### src/common/pfm_pkg.sv
// register map, reset values and field layout of the pin function mux
package pfm_pkg;
   // register indices on the plain register port
   localparam logic [3:0] ADR_DRIVE = 4'h0;
   localparam logic [3:0] ADR_PA_SEL_LO = 4'h1;
   localparam logic [3:0] ADR_PA_SEL_HI = 4'h2;
   localparam logic [3:0] ADR_PB_SEL_LO = 4'h3;
   localparam logic [3:0] ADR_PB_SEL_HI = 4'h4;
   localparam logic [3:0] ADR_IN_SRC_LO = 4'h5;
   localparam logic [3:0] ADR_IN_SRC_HI = 4'h6;
   localparam logic [3:0] ADR_PA_DIR = 4'h7;
   localparam logic [3:0] ADR_PB_DIR = 4'h8;
   localparam logic [3:0] ADR_PA_DATA = 4'h9;
   localparam logic [3:0] ADR_PB_DATA = 4'hA;
   // implemented-bit masks, unimplemented bits read zero
   localparam logic [7:0] MASK_PA_SEL_LO = 8'hCF;
   localparam logic [7:0] MASK_PB_SEL_HI = 8'h0F;
   localparam logic [7:0] MASK_IN_SRC_HI = 8'h1F;
   localparam logic [7:0] MASK_PB = 8'h3F;
   // reset values
   localparam logic [7:0] RST_SEL = 8'h00;
   localparam logic [7:0] RST_DRIVE = 8'h00;
   localparam logic [7:0] RST_DIR = 8'hFF;
   localparam logic [7:0] RST_DATA = 8'hFF;
   // drive-strength field positions
   localparam int DRV_PB54_LSB = 6;
   localparam int DRV_PB30_LSB = 4;
   localparam int DRV_PA74_LSB = 2;
   localparam int DRV_PA30_LSB = 0;
   // analog candidate masks (one bit per selection code)
   localparam logic [3:0] ANA_NONE = 4'h0;
   localparam logic [3:0] ANA_CODE2 = 4'h4;
   localparam logic [3:0] ANA_CODE3 = 4'h8;
   // function codes that matter outside the decoder
   localparam logic [1:0] CODE_1 = 2'h1;
   localparam logic [1:0] CODE_2 = 2'h2;
   localparam logic [1:0] CODE_3 = 2'h3;
endpackage

### src/hw/pfm_pin_mux.sv
// pin function mux, drive strength and port direction registers
//
// How it works
// (RULE_01) top drive field sets port B pins 5,4
// (RULE_02) drive bits 5:4 set port B 3..0
// (RULE_03) drive bits 3:2 set port A 7..4
// (RULE_04) drive bits 1:0 set port A 3..0
// (RULE_05) select pin, configure, then enable peripheral
// (RULE_06) shared digital inputs need direction set input
// (RULE_07) disable peripheral before changing pin select
// (RULE_08) port A pin 3 from low select 7:6
// (RULE_09) low select bits 5:4 read zero
// (RULE_10) port A pin 1 from low select 3:2
// (RULE_11) port A pin 0 from low select 1:0
// (RULE_12) port A pin 7 from high select 7:6
// (RULE_13) port A pin 6 from high select 5:4
// (RULE_14) port A pin 5 from high select 3:2
// (RULE_15) port A pin 4 from high select 1:0
// (RULE_16) direction one is input, zero drives output
// (RULE_17) reset clears all select fields to GPIO
//
// The strobed register port and the register addresses were left to the implementer.
`timescale 1ns/1ps
`default_nettype none
module pfm_pin_mux #(
   parameter int ADDR_W = 4
) (
   input wire logic clk,
   input wire logic reset_n,
   // register port
   input wire logic [ADDR_W-1:0] regAddr,
   input wire logic [7:0] regWdata,
   input wire logic regWr,
   input wire logic regRd,
   output logic [7:0] regRdata,
   // package pins
   input wire logic [7:0] paIn,
   output logic [7:0] paOut,
   output logic [7:0] paOe,
   input wire logic [5:0] pbIn,
   output logic [5:0] pbOut,
   output logic [5:0] pbOe,
   output logic [15:0] paDrive,
   output logic [11:0] pbDrive,
   // peripheral outputs toward pins
   input wire logic ctpOut,
   input wire logic ptpOut,
   input wire logic uartTx,
   input wire logic uartTxOe,
   input wire logic sckOut,
   input wire logic sckOe,
   input wire logic sdoOut,
   input wire logic sdaOut,
   input wire logic sdaOe,
   input wire logic scsOut,
   input wire logic scsOe,
   // peripheral inputs from pins
   output logic uartRx,
   output logic sckIn,
   output logic sdaIn,
   output logic scsIn,
   output logic intIn,
   output logic ptckIn,
   output logic ptpiIn,
   output logic ctckIn,
   // analog claims: AN4, AN3, AN1, AN0
   output logic [3:0] anEn,
   output logic vrefEn,
   output logic vrefiEn
);
   // address must reach every register index
   if (ADDR_W < 4) begin : gBadAddr
      $error("ADDR_W too small for the register map");
   end

   // software-visible registers
   logic [7:0] drvQ;
   logic [7:0] paSelLoQ;
   logic [7:0] paSelHiQ;
   logic [7:0] pbSelLoQ;
   logic [7:0] pbSelHiQ;
   logic [7:0] srcLoQ;
   logic [7:0] srcHiQ;
   logic [7:0] paDirQ;
   logic [5:0] pbDirQ;
   logic [7:0] paDataQ;
   logic [5:0] pbDataQ;
   // output flops
   logic [7:0] rdataQ;
   logic [7:0] paOutQ;
   logic [7:0] paOeQ;
   logic [5:0] pbOutQ;
   logic [5:0] pbOeQ;
   logic [15:0] paDrvQ;
   logic [11:0] pbDrvQ;
   logic [7:0] perInQ;
   logic [5:0] anaQ;

   // write decode, one strobe per register
   wire logic [3:0] adr = regAddr[3:0];
   wire logic hiZero = (ADDR_W == 4) ? 1'b1 : (regAddr >> 4) == '0;
   wire logic wrDrv = regWr && hiZero && adr == pfm_pkg::ADR_DRIVE;
   wire logic wrPaLo = regWr && hiZero && adr == pfm_pkg::ADR_PA_SEL_LO;
   wire logic wrPaHi = regWr && hiZero && adr == pfm_pkg::ADR_PA_SEL_HI;
   wire logic wrPbLo = regWr && hiZero && adr == pfm_pkg::ADR_PB_SEL_LO;
   wire logic wrPbHi = regWr && hiZero && adr == pfm_pkg::ADR_PB_SEL_HI;
   wire logic wrSrcLo = regWr && hiZero && adr == pfm_pkg::ADR_IN_SRC_LO;
   wire logic wrSrcHi = regWr && hiZero && adr == pfm_pkg::ADR_IN_SRC_HI;
   wire logic wrPaDir = regWr && hiZero && adr == pfm_pkg::ADR_PA_DIR;
   wire logic wrPbDir = regWr && hiZero && adr == pfm_pkg::ADR_PB_DIR;
   wire logic wrPaDat = regWr && hiZero && adr == pfm_pkg::ADR_PA_DATA;
   wire logic wrPbDat = regWr && hiZero && adr == pfm_pkg::ADR_PB_DATA;

   // data reads show pin level for inputs, latch for outputs
   wire logic [7:0] paView = (paIn & paDirQ) | (paDataQ & ~paDirQ);
   wire logic [5:0] pbView = (pbIn & pbDirQ) | (pbDataQ & ~pbDirQ);

   // read mux, unmapped addresses answer zero
   logic [7:0] rdataD;
   always_comb begin
      rdataD = 8'h00;
      if (hiZero) begin
         unique case (adr)
            pfm_pkg::ADR_DRIVE: rdataD = drvQ;
            pfm_pkg::ADR_PA_SEL_LO: rdataD = paSelLoQ;
            pfm_pkg::ADR_PA_SEL_HI: rdataD = paSelHiQ;
            pfm_pkg::ADR_PB_SEL_LO: rdataD = pbSelLoQ;
            pfm_pkg::ADR_PB_SEL_HI: rdataD = pbSelHiQ;
            pfm_pkg::ADR_IN_SRC_LO: rdataD = srcLoQ;
            pfm_pkg::ADR_IN_SRC_HI: rdataD = srcHiQ;
            pfm_pkg::ADR_PA_DIR: rdataD = paDirQ;
            pfm_pkg::ADR_PB_DIR: rdataD = {2'h0, pbDirQ};
            pfm_pkg::ADR_PA_DATA: rdataD = paView;
            pfm_pkg::ADR_PB_DATA: rdataD = {2'h0, pbView};
            default: rdataD = 8'h00;
         endcase
      end
   end

   // selection and drive registers, cleared to GPIO on reset
   always_ff @(posedge clk) begin
      if (!reset_n) begin
         drvQ <= pfm_pkg::RST_DRIVE;
         paSelLoQ <= pfm_pkg::RST_SEL; // see RULE_17
         paSelHiQ <= pfm_pkg::RST_SEL; // see RULE_17
         pbSelLoQ <= pfm_pkg::RST_SEL; // see RULE_17
         pbSelHiQ <= pfm_pkg::RST_SEL; // see RULE_17
         srcLoQ <= pfm_pkg::RST_SEL;
         srcHiQ <= pfm_pkg::RST_SEL;
      end else begin
         if (wrDrv) drvQ <= regWdata;
         // unimplemented bits are never stored
         if (wrPaLo) paSelLoQ <= regWdata & pfm_pkg::MASK_PA_SEL_LO; // see RULE_09
         if (wrPaHi) paSelHiQ <= regWdata;
         if (wrPbLo) pbSelLoQ <= regWdata;
         if (wrPbHi) pbSelHiQ <= regWdata & pfm_pkg::MASK_PB_SEL_HI;
         if (wrSrcLo) srcLoQ <= regWdata;
         if (wrSrcHi) srcHiQ <= regWdata & pfm_pkg::MASK_IN_SRC_HI;
      end
   end

   // direction and data latches, all pins input after reset
   always_ff @(posedge clk) begin
      if (!reset_n) begin
         paDirQ <= pfm_pkg::RST_DIR;
         pbDirQ <= pfm_pkg::RST_DIR[5:0];
         paDataQ <= pfm_pkg::RST_DATA;
         pbDataQ <= pfm_pkg::RST_DATA[5:0];
      end else begin
         if (wrPaDir) paDirQ <= regWdata;
         if (wrPbDir) pbDirQ <= regWdata[5:0];
         if (wrPaDat) paDataQ <= regWdata;
         if (wrPbDat) pbDataQ <= regWdata[5:0];
      end
   end

   // read data stands only in the cycle after the strobe
   always_ff @(posedge clk) begin
      if (!reset_n) begin
         rdataQ <= 8'h00;
      end else begin
         rdataQ <= regRd ? rdataD : 8'h00;
      end
   end

   // per-pin selection codes of port A
   wire logic [1:0] codeA [8];
   assign codeA[0] = paSelLoQ[1:0]; // see RULE_11
   assign codeA[1] = paSelLoQ[3:2]; // see RULE_10
   assign codeA[2] = 2'h0;
   assign codeA[3] = paSelLoQ[7:6]; // see RULE_08
   assign codeA[4] = paSelHiQ[1:0]; // see RULE_15
   assign codeA[5] = paSelHiQ[3:2]; // see RULE_14
   assign codeA[6] = paSelHiQ[5:4]; // see RULE_13
   assign codeA[7] = paSelHiQ[7:6]; // see RULE_12

   // gpio candidate: latch out, enable while direction is output
   wire logic [7:0] g = paDataQ;
   wire logic [7:0] ge = ~paDirQ; // see RULE_16

   // candidates ordered code 3, 2, 1, 0
   wire logic [3:0] cO [8];
   wire logic [3:0] cE [8];
   wire logic [3:0] cA [8];
   // pin 0: gpio/int, periodic timer out, AN0, gpio/int
   assign cO[0] = {g[0], 1'b0, ptpOut, g[0]}; // see RULE_11
   assign cE[0] = {ge[0], 1'b0, 1'b1, ge[0]};
   assign cA[0] = pfm_pkg::ANA_CODE2;
   // pin 1: gpio, compact timer out, serial clock, AN1
   assign cO[1] = {1'b0, sckOut, ctpOut, g[1]}; // see RULE_10
   assign cE[1] = {1'b0, sckOe, 1'b1, ge[1]};
   assign cA[1] = pfm_pkg::ANA_CODE3;
   // pin 2: gpio only
   assign cO[2] = {4{g[2]}};
   assign cE[2] = {4{ge[2]}};
   assign cA[2] = pfm_pkg::ANA_NONE;
   // pin 3: gpio, compact timer out, shared uart line, chip select
   assign cO[3] = {scsOut, uartTx, ctpOut, g[3]}; // see RULE_08
   assign cE[3] = {scsOe, uartTxOe, 1'b1, ge[3]};
   assign cA[3] = pfm_pkg::ANA_NONE;
   // pin 4: gpio/clock in, serial data out, AN4, gpio/clock in
   assign cO[4] = {g[4], 1'b0, sdoOut, g[4]}; // see RULE_15
   assign cE[4] = {ge[4], 1'b0, 1'b1, ge[4]};
   assign cA[4] = pfm_pkg::ANA_CODE2;
   // pin 5: gpio/clock in, uart transmit, serial data, AN3
   assign cO[5] = {1'b0, sdaOut, uartTx, g[5]}; // see RULE_14
   assign cE[5] = {1'b0, sdaOe, 1'b1, ge[5]};
   assign cA[5] = pfm_pkg::ANA_CODE3;
   // pin 6: gpio/capture in, uart transmit, chip select, ref input
   assign cO[6] = {1'b0, scsOut, uartTx, g[6]}; // see RULE_13
   assign cE[6] = {1'b0, scsOe, 1'b1, ge[6]};
   assign cA[6] = pfm_pkg::ANA_CODE3;
   // pin 7: gpio/clock in, shared uart line, serial out, reference
   assign cO[7] = {1'b0, sdoOut, uartTx, g[7]}; // see RULE_12
   assign cE[7] = {1'b0, 1'b1, uartTxOe, ge[7]};
   assign cA[7] = pfm_pkg::ANA_CODE3;

   // per-pin decode and drive strength
   wire logic [7:0] pinO;
   wire logic [7:0] pinE;
   wire logic [7:0] pinA;
   wire logic [15:0] paDrvD;
   for (genvar i = 0; i < 8; i++) begin : gPin
      pfm_sel_dec uDec (
         .code(codeA[i]),
         .candOut(cO[i]),
         .candOe(cE[i]),
         .candAna(cA[i]),
         .pinOut(pinO[i]),
         .pinOe(pinE[i]),
         .pinAna(pinA[i])
      );
      if (i < 4) begin : gLow
         assign paDrvD[2*i+:2] = drvQ[pfm_pkg::DRV_PA30_LSB+:2]; // see RULE_04
      end else begin : gHigh
         assign paDrvD[2*i+:2] = drvQ[pfm_pkg::DRV_PA74_LSB+:2]; // see RULE_03
      end
   end

   // port B drive strength: pins 5,4 and pins 3..0
   wire logic [11:0] pbDrvD = {{2{drvQ[pfm_pkg::DRV_PB54_LSB+:2]}}, // see RULE_01
                              {4{drvQ[pfm_pkg::DRV_PB30_LSB+:2]}}}; // see RULE_02

   // peripheral input routing from pins
   wire logic rxD = (codeA[3] == pfm_pkg::CODE_2) ? paIn[3] :
                    (codeA[7] == pfm_pkg::CODE_1) ? paIn[7] : 1'b1;
   wire logic sckD = (codeA[1] == pfm_pkg::CODE_2) ? paIn[1] : 1'b1;
   wire logic sdaD = (codeA[5] == pfm_pkg::CODE_2) ? paIn[5] : 1'b1;
   wire logic scsD = (srcLoQ[3:2] == pfm_pkg::CODE_1) ? paIn[3] :
                     (srcLoQ[3:2] == pfm_pkg::CODE_2) ? pbIn[5] : paIn[6];
   wire logic intD = srcHiQ[0] ? pbIn[5] : paIn[0];
   wire logic ptckD = srcHiQ[1] ? pbIn[4] : paIn[7];
   wire logic ptpiD = srcHiQ[2] ? pbIn[0] : paIn[6];
   wire logic ctckD = (srcHiQ[4:3] == pfm_pkg::CODE_1) ? pbIn[1] :
                      (srcHiQ[4:3] == pfm_pkg::CODE_2) ? paIn[4] : paIn[5];

   // pad-facing output flops
   always_ff @(posedge clk) begin
      if (!reset_n) begin
         paOutQ <= 8'h00;
         paOeQ <= 8'h00;
         pbOutQ <= 6'h00;
         pbOeQ <= 6'h00;
         paDrvQ <= 16'h0000;
         pbDrvQ <= 12'h000;
      end else begin
         paOutQ <= pinO;
         paOeQ <= pinE;
         pbOutQ <= pbDataQ; // port B stays general purpose
         pbOeQ <= ~pbDirQ; // see RULE_16
         paDrvQ <= paDrvD;
         pbDrvQ <= pbDrvD;
      end
   end

   // peripheral-facing flops, idle inputs high
   always_ff @(posedge clk) begin
      if (!reset_n) begin
         perInQ <= 8'hFF;
         anaQ <= 6'h00;
      end else begin
         perInQ <= {ctckD, ptpiD, ptckD, intD, scsD, sdaD, sckD, rxD};
         anaQ <= {pinA[7], pinA[6], pinA[4], pinA[5], pinA[1], pinA[0]};
      end
   end

   // ports straight from flops
   assign regRdata = rdataQ;
   assign paOut = paOutQ;
   assign paOe = paOeQ;
   assign pbOut = pbOutQ;
   assign pbOe = pbOeQ;
   assign paDrive = paDrvQ;
   assign pbDrive = pbDrvQ;
   assign {ctckIn, ptpiIn, ptckIn, intIn, scsIn, sdaIn, sckIn, uartRx} = perInQ;
   assign anEn = anaQ[3:0];
   assign vrefiEn = anaQ[4];
   assign vrefEn = anaQ[5];

   // drive code written reaches port A and port B pins two edges later
   AST_DRV_PB54: assert property (@(posedge clk) disable iff (!reset_n) // see RULE_01
      wrDrv ##2 1'b1 |-> pbDrive[11:10] == $past(regWdata[7:6], 2) && pbDrive[9:8] == pbDrive[11:10])
      else $error("port B pins 5,4 drive not from top field");
   AST_DRV_PB30: assert property (@(posedge clk) disable iff (!reset_n) // see RULE_02
      wrDrv ##2 1'b1 |-> pbDrive[7:0] == {4{$past(regWdata[5:4], 2)}})
      else $error("port B pins 3..0 drive wrong");
   AST_DRV_PA: assert property (@(posedge clk) disable iff (!reset_n) // see RULE_03
      wrDrv ##2 1'b1 |-> paDrive[15:8] == {4{$past(regWdata[3:2], 2)}})
      else $error("port A pins 7..4 drive wrong");
   AST_DRV_PA30: assert property (@(posedge clk) disable iff (!reset_n) // see RULE_04
      wrDrv ##2 1'b1 |-> paDrive[7:0] == {4{$past(regWdata[1:0], 2)}})
      else $error("port A pins 3..0 drive wrong");
   // compact timer owns pin 3 one edge after its code settles
   AST_PA3_CTP: assert property (@(posedge clk) disable iff (!reset_n) // see RULE_08
      paSelLoQ[7:6] == pfm_pkg::CODE_1 |=> paOe[3] && paOut[3] == $past(ctpOut))
      else $error("pin 3 not driven by compact timer");
   AST_SEL_LO_RD: assert property (@(posedge clk) disable iff (!reset_n) // see RULE_09
      regRd && adr == pfm_pkg::ADR_PA_SEL_LO && hiZero |=> regRdata[5:4] == 2'h0)
      else $error("low select bits 5:4 not zero");
   AST_PA1_AN1: assert property (@(posedge clk) disable iff (!reset_n) // see RULE_10
      paSelLoQ[3:2] == pfm_pkg::CODE_3 |=> anEn[1] && !paOe[1])
      else $error("pin 1 analog claim missing");
   AST_PA0_GPIO: assert property (@(posedge clk) disable iff (!reset_n) // see RULE_11
      (paSelLoQ[1:0] == 2'h0 || paSelLoQ[1:0] == pfm_pkg::CODE_3) |=>
         paOe[0] == !$past(paDirQ[0]) && paOut[0] == $past(paDataQ[0]) && !anEn[0])
      else $error("pin 0 general purpose path wrong");
   AST_PA7_VREF: assert property (@(posedge clk) disable iff (!reset_n) // see RULE_12
      paSelHiQ[7:6] == pfm_pkg::CODE_3 |=> vrefEn && !paOe[7])
      else $error("pin 7 reference claim missing");
   AST_PA6_TX: assert property (@(posedge clk) disable iff (!reset_n) // see RULE_13
      paSelHiQ[5:4] == pfm_pkg::CODE_1 |=> paOe[6] && paOut[6] == $past(uartTx))
      else $error("pin 6 not uart transmit");
   AST_PA5_SDA: assert property (@(posedge clk) disable iff (!reset_n) // see RULE_14
      paSelHiQ[3:2] == pfm_pkg::CODE_2 |=> paOe[5] == $past(sdaOe) && sdaIn == $past(paIn[5]))
      else $error("pin 5 serial data path wrong");
   AST_PA4_AN4: assert property (@(posedge clk) disable iff (!reset_n) // see RULE_15
      paSelHiQ[1:0] == pfm_pkg::CODE_2 |=> anEn[3] && !paOe[4])
      else $error("pin 4 analog claim missing");
   AST_PB_DIR: assert property (@(posedge clk) disable iff (!reset_n) // see RULE_16
      wrPbDir |-> ##2 pbOe == ~$past(regWdata[5:0], 2))
      else $error("port B enable not inverse of direction");
   AST_RST_SEL: assert property (@(posedge clk) // see RULE_17
      !reset_n |=> paSelLoQ == 8'h00 && paSelHiQ == 8'h00 && pbSelLoQ == 8'h00 && pbSelHiQ == 8'h00)
      else $error("select fields not cleared by reset");
endmodule
`default_nettype wire

### src/hw/pfm_sel_dec.sv
// one pin: picks output, enable and analog claim by a 2-bit code
`timescale 1ns/1ps
`default_nettype none
module pfm_sel_dec (
   input wire logic [1:0] code,
   input wire logic [3:0] candOut,
   input wire logic [3:0] candOe,
   input wire logic [3:0] candAna,
   output logic pinOut,
   output logic pinOe,
   output logic pinAna
);
   // index the candidate vectors by the selection code
   assign pinOut = candOut[code];
   assign pinOe = candOe[code];
   assign pinAna = candAna[code];
endmodule
`default_nettype wire
### config.mk
export PLATFORM = sky130hd
export DESIGN_NAME = pfm_pin_mux
export DESIGN_NICKNAME = d
export VERILOG_FILES = /design/src/common/pfm_pkg.sv /design/src/hw/pfm_pin_mux.sv /design/src/hw/pfm_sel_dec.sv
export SDC_FILE = /design/constraint.sdc
export NUM_CORES = 1
export LEC_CHECK = 0
export BUFFER_PORTS_ARGS = -buffer_cell sky130_fd_sc_hd__clkbuf_2
export CAP_MARGIN = 40
export CORE_MARGIN = 2
export CORE_UTILIZATION = 57
export CTS_BUF_LIST = sky130_fd_sc_hd__clkbuf_8
export CTS_CLUSTER_SIZE = 25
export DETAILED_ROUTE_END_ITERATION = 10
export PLACE_DENSITY = 0.91
export SKIP_LAST_GASP = 1
export SYNTH_ARGS = -nofsm -noshare
export SYNTH_HDL_FRONTEND = slang
export SYNTH_SLANG_ARGS = --single-unit
### constraint.sdc
create_clock -name clk -period 1.55 [get_ports clk]
set_input_delay 0.31 -clock clk [delete_from_list [all_inputs] [get_ports clk]]
set_output_delay 0.31 -clock clk [all_outputs]
set_load 0.02 [all_outputs]
**Word level (Yosys, flattened, before mapping)**

Index checks and enable logic that the tools add are counted.

- Flip-flop bits (word level): 153
- Input port bits: 41
- Output and inout bits: 78
- Logic and storage cells: 120

- Order comparisons: 7
- Equality and inequality tests: 18
- Muxes and demuxes: 50
- Bitwise logic cells: 8
- Reductions and logical operators: 15

Operator list:

| operator | count |
|---|---|
| $pmux 8 s11 | 1 |
| $bmux 1 s2 | 20 |
| $mux 1 | 29 |
| $lt 2x3->1 const B | 7 |
| $and 8x8->8 | 2 |
| $eq 4x3->1 const B | 4 |
| $and 6x6->6 | 2 |
| $eq 4x4->1 const B | 3 |
| $logic_and 1x1->1 | 11 |
| $eq 2x2->1 const B | 5 |
| $eq 4x2->1 const B | 2 |
| $not 8->8 | 1 |
| $or 8x8->8 | 1 |
| $eq 2x1->1 const B | 3 |
| $not 6->6 | 1 |
| $or 6x6->6 | 1 |
| $reduce_and 2->1 | 3 |
| $eq 4x1->1 const B | 1 |
| $logic_not 4->1 | 1 |

**Logic depth before layout (Yosys ltp)**

- Depth after elaboration: 4
- Depth in mapped cells: 7
- Depth with buffers taken out: 4

**Modules after synthesis**

A second synthesis with hierarchy kept.

- Cells, all modules: 601
- Area total of the unflattened synthesis: 6238.5 um^2

By module, submodules not included:

| module | times used | cells an instance | area each (um^2) | seq. area each (um^2) |
|---|---|---|---|---|
| pfm_pin_mux | 1 | 577 | 5607.9 | 2662.6 |
| pfm_sel_dec | 8 | 3 | 78.8 | 0.0 |

**Worst setup path before layout**

OpenSTA, ideal clock, no wires.

- Path type: in2reg
- Start point: input regAddr[1]
- End point: register rdataQ[1] (netlist: regRdata[1])
- Library setup time: 122 ps
- Arrival time: 1297 ps
- Data required time: 1428 ps
- Setup slack: 132 ps
- Stages on the path: 6
- Path buffers: 2
- Cells stage by stage: buf_2 nor2b_1 buf_2 a221oi_1 o221ai_1 o311a_1

- Cells in the longest elaborated chain, start to end: 2
- Elaborated cells on any way between the ends: 12
- Those cells by class: 10 x eq/ne; 1 x mux; 1 x reduce/logical

Ends and longest elaborated chain:

| item | RTL line | text |
|---|---|---|
| start: declaration | pfm_pin_mux.sv:31 | `input wire logic [ADDR_W-1:0] regAddr,` |
| $eq 4x4->1 (tied with other cells) | pfm_pin_mux.sv:123 | `unique case (adr)` |
| $pmux 8 s11 (*) | pfm_pin_mux.sv:123 |  |
| end signal: assignment | pfm_pin_mux.sv:182 | `rdataQ <= regRd ? rdataD : 8'h00;` |
| end: declaration | pfm_pin_mux.sv:89 | `logic [7:0] rdataQ;` |

Every way passes the cells marked *; elsewhere a longest branch is shown, timed or not.
A chain may end at the register's enable or synchronous reset.

**Final worst setup path**

- Start point: input regAddr[0]
- End point: register rdataQ[1] (netlist: regRdata[1])

Same word-level chain as after synthesis.

==> impl_metrics.toml <==
[detailed_routing]
wl_um = 17890
vias = 5274
drt_iter0_drc = 374
first_pass_iters = 6
post_drt_wl_per_cell_um = 19.46
viasPerCell = 5.739
ant_nets = 0
drc = 0

[sta]
drv_slew = 0
setup-violations-final = 0
timing.final.crit_share = 0.8950
worst_pin_slew_ns = 0.4785
rsz0062_at_grt = "no"
layout_min_cycle_time_ns = 1.387
slew_headroom = 0.6810
hold_viol = 0
skew_ns = 0.01069
max_freq_mhz = 720.8

[die]
start_util = 0.5911
die_h_um = 104.9
die_w_um = 104.9
num_rows = 36
dieArea_sq_um = 11010
fp.coreArea_sq_um = 9819
ios = 119

[cts]
insertion_delay_ns = 0.43
cts_buffers = 17
cts_root_buffer = "clkbuf_8"
cts_setup_buffers = 0
cts_resized = 0
cts_hold_buffers = 0
cts_tree = "yes"
cts_buffer_depth = 2
clock-sinks = 133
clkSlewWorstSetupHoldPaths_ns = 0.08
h-tree-depth = 4

[finish]
multi_input_area_sq_um = 2719
fin_nets = 816
stdcell_count = 919
seq_area_sq_um = 2663
stdcell_area_sq_um = 7083
fill_cells = 792
drive_gt1_frac = 0.2837
diodes = 0
area_growth_pct = 22.03

[global_route]
grt_antenna_before_repair = 0
gr-total-overflow = 0
grt_pass1_wl_um = 27670
grtUsageTotal = 0.3305
grt_pass1_vias = 5147
grt_max_degree = 81

[synth]
synth_cell_types = 52
yosysMostFrequentCell = "dfxtp_1"
seq_area_frac_synth = 0.4587
synth_top_area_frac = 0.4587
syn_area_per_cell_sq_um = 9.069
yosysTopAreaCell = "dfxtp_1"
synth_fp_nets = 681
yosysWarnings = 0
synthArstFlopShare = 0
netlist_instances = 640
synth_common_cells = "dfxtp_1 (133), nand2_1 (98), nand3_1 (48), mux2i_1 (45), a21boi_0 (37)"
synth_edf_count = 0
synth_seq_cells = 133
synth_area_leaders = "dfxtp_1 (46%), mux2i_1 (7.8%), nand2_1 (6.3%)"
synth_ff_type = "dfxtp_1"
netlist_area_sq_um = 5804

[pwr]
finalPower_mw = 6.951
p_leak_nw = 3.067
ir_drop_mv = 0.4823
power_density_nw_per_um2 = 981.4

[place]
placed_cell_area_sq_um = 6723
gp_routability_congestion = 0.9813
dp_hpwl_um = 13220
io_buffer_count = 118
place_inst = 889

[outcome]
outcome = "completed"

[critical_path]
cp-end-kind = "flip-flop"
slowest_delay_ns = 0.44
crit_required_ns = 1.88
cp_slowest_cell = "a221oi_1"
rrSetupSlack_ns = 0.22
critPathMaxFanout = 12
setup.worst_path.class = "in -> reg"
crit_chain = "clkbuf_2 -> nor2b_1 -> buf_4 -> a221oi_1 -> o221ai_1 -> o311a_1"
arrival_ns = 1.71
startpoint_type = "input pin"

[job]
drv_cap = 0

[worst_hold_path]
hold_path.class = "in -> reg"
-- final cells by class --
cell class                      count  area share
Tap cell                          133     0.02349
Clock inverter                     10     0.01201
Multi-Input combinational cell    430      0.3839
Inverter                           11    0.005829
Timing Repair Buffer              182      0.1600
Clock buffer                       20     0.03886
Sequential cell                   133      0.3759
-- where the power goes --
| part | internal (mW) | switching, mW |
|---|---|---|
| clock | 1.36 | 1.29 |
| sequential | 3.49 | 0.0509 |
| combinational | 0.314 | 0.444 |
| total | 5.17 | 1.79 |
-- placed cells by master, fill, tap and decap left out, types with 2 or more instances in the layout --
cell	instances
a21boi_0	37
a21oi_1	15
a221oi_1	9
a22o_1	2
a22oi_1	5
a31oi_1	7
and2_1	25
and3_1	11
buf_12	5
buf_4	59
clkbuf_2	118
clkbuf_8	20
clkinv_2	3
clkinv_4	2
clkinvlp_4	2
dfxtp_1	133
inv_1	13
mux2_1	2
mux2_2	8
mux2i_1	45
nand2_1	98
nand2b_1	5
nand3_1	48
nand3b_1	7
nor2_1	9
nor2b_1	32
nor3_1	3
o211a_1	2
o211ai_1	2
o21a_1	2
o21ai_0	26
o221ai_1	4
o22ai_1	2
o311a_1	2
or3_1	2
xnor2_1	2
-- registers in the layout, indices dropped and copies added, names as in the netlist, 8 cells and up --
name and flops:
drvQ 8, g 8, paDirQ 8, paOe 8, paOut 8, paSelHiQ 8
pbSelLoQ 8, perInQ 8, regRdata 8, srcLoQ 8
-- logic make-up after synthesis --
family,share of synthesized area
xor+xnor,0.003018
compound gates,0.1470
buf+inv,0.07286
mux,0.1009
simple gates,0.2175
flops,0.4587
-- through the flow --
stage                     worst slack, ns  hold WS, ns  TNS (ns)  utilization
final                              0.1627       0.1008         0       0.7213
after global placement            -0.1861       0.4458    -1.436       0.6846
after floorplan                    0.1317       0.4197         0            -
after CTS                          0.2171      0.07797         0       0.7213
after detailed placement          -0.2107       0.4601    -2.254       0.6846
after global routing               0.1539      0.09657         0       0.7213
-- worst max-delay path: cells and delay by family --
family | cells | cell delay, ns
compound gates | 3 | 0.81
buf+inv | 2 | 0.37
simple gates | 1 | 0.22
-- final timing paths --
check | from | to | cells after the start
hold reg to reg | pbDirQ[1] | pbOe[1] | 1
setup / recovery | regAddr[0] | regRdata[1] | 6
hold / removal | paIn[1] | perInQ[1] | 3
setup reg to reg | paSelLoQ[1] | regRdata[1] | 3
-- layer usage --
| layer | wire, um | share of wire | up-vias | track usage |
|---|---|---|---|---|
| met4 | 633 | 0.035 | 0 | 0.1467 |
| met3 | 1770 | 0.099 | 54 | 0.09108 |
| met5 | 0 | 0 | - | 0 |
| met2 | 8318 | 0.47 | 299 | 0.5320 |
| met1 | 7163 | 0.40 | 2459 | 0.4138 |
| li1 | - | - | 2462 | - |
No activity file was read; power rests on OpenSTA's default activity.
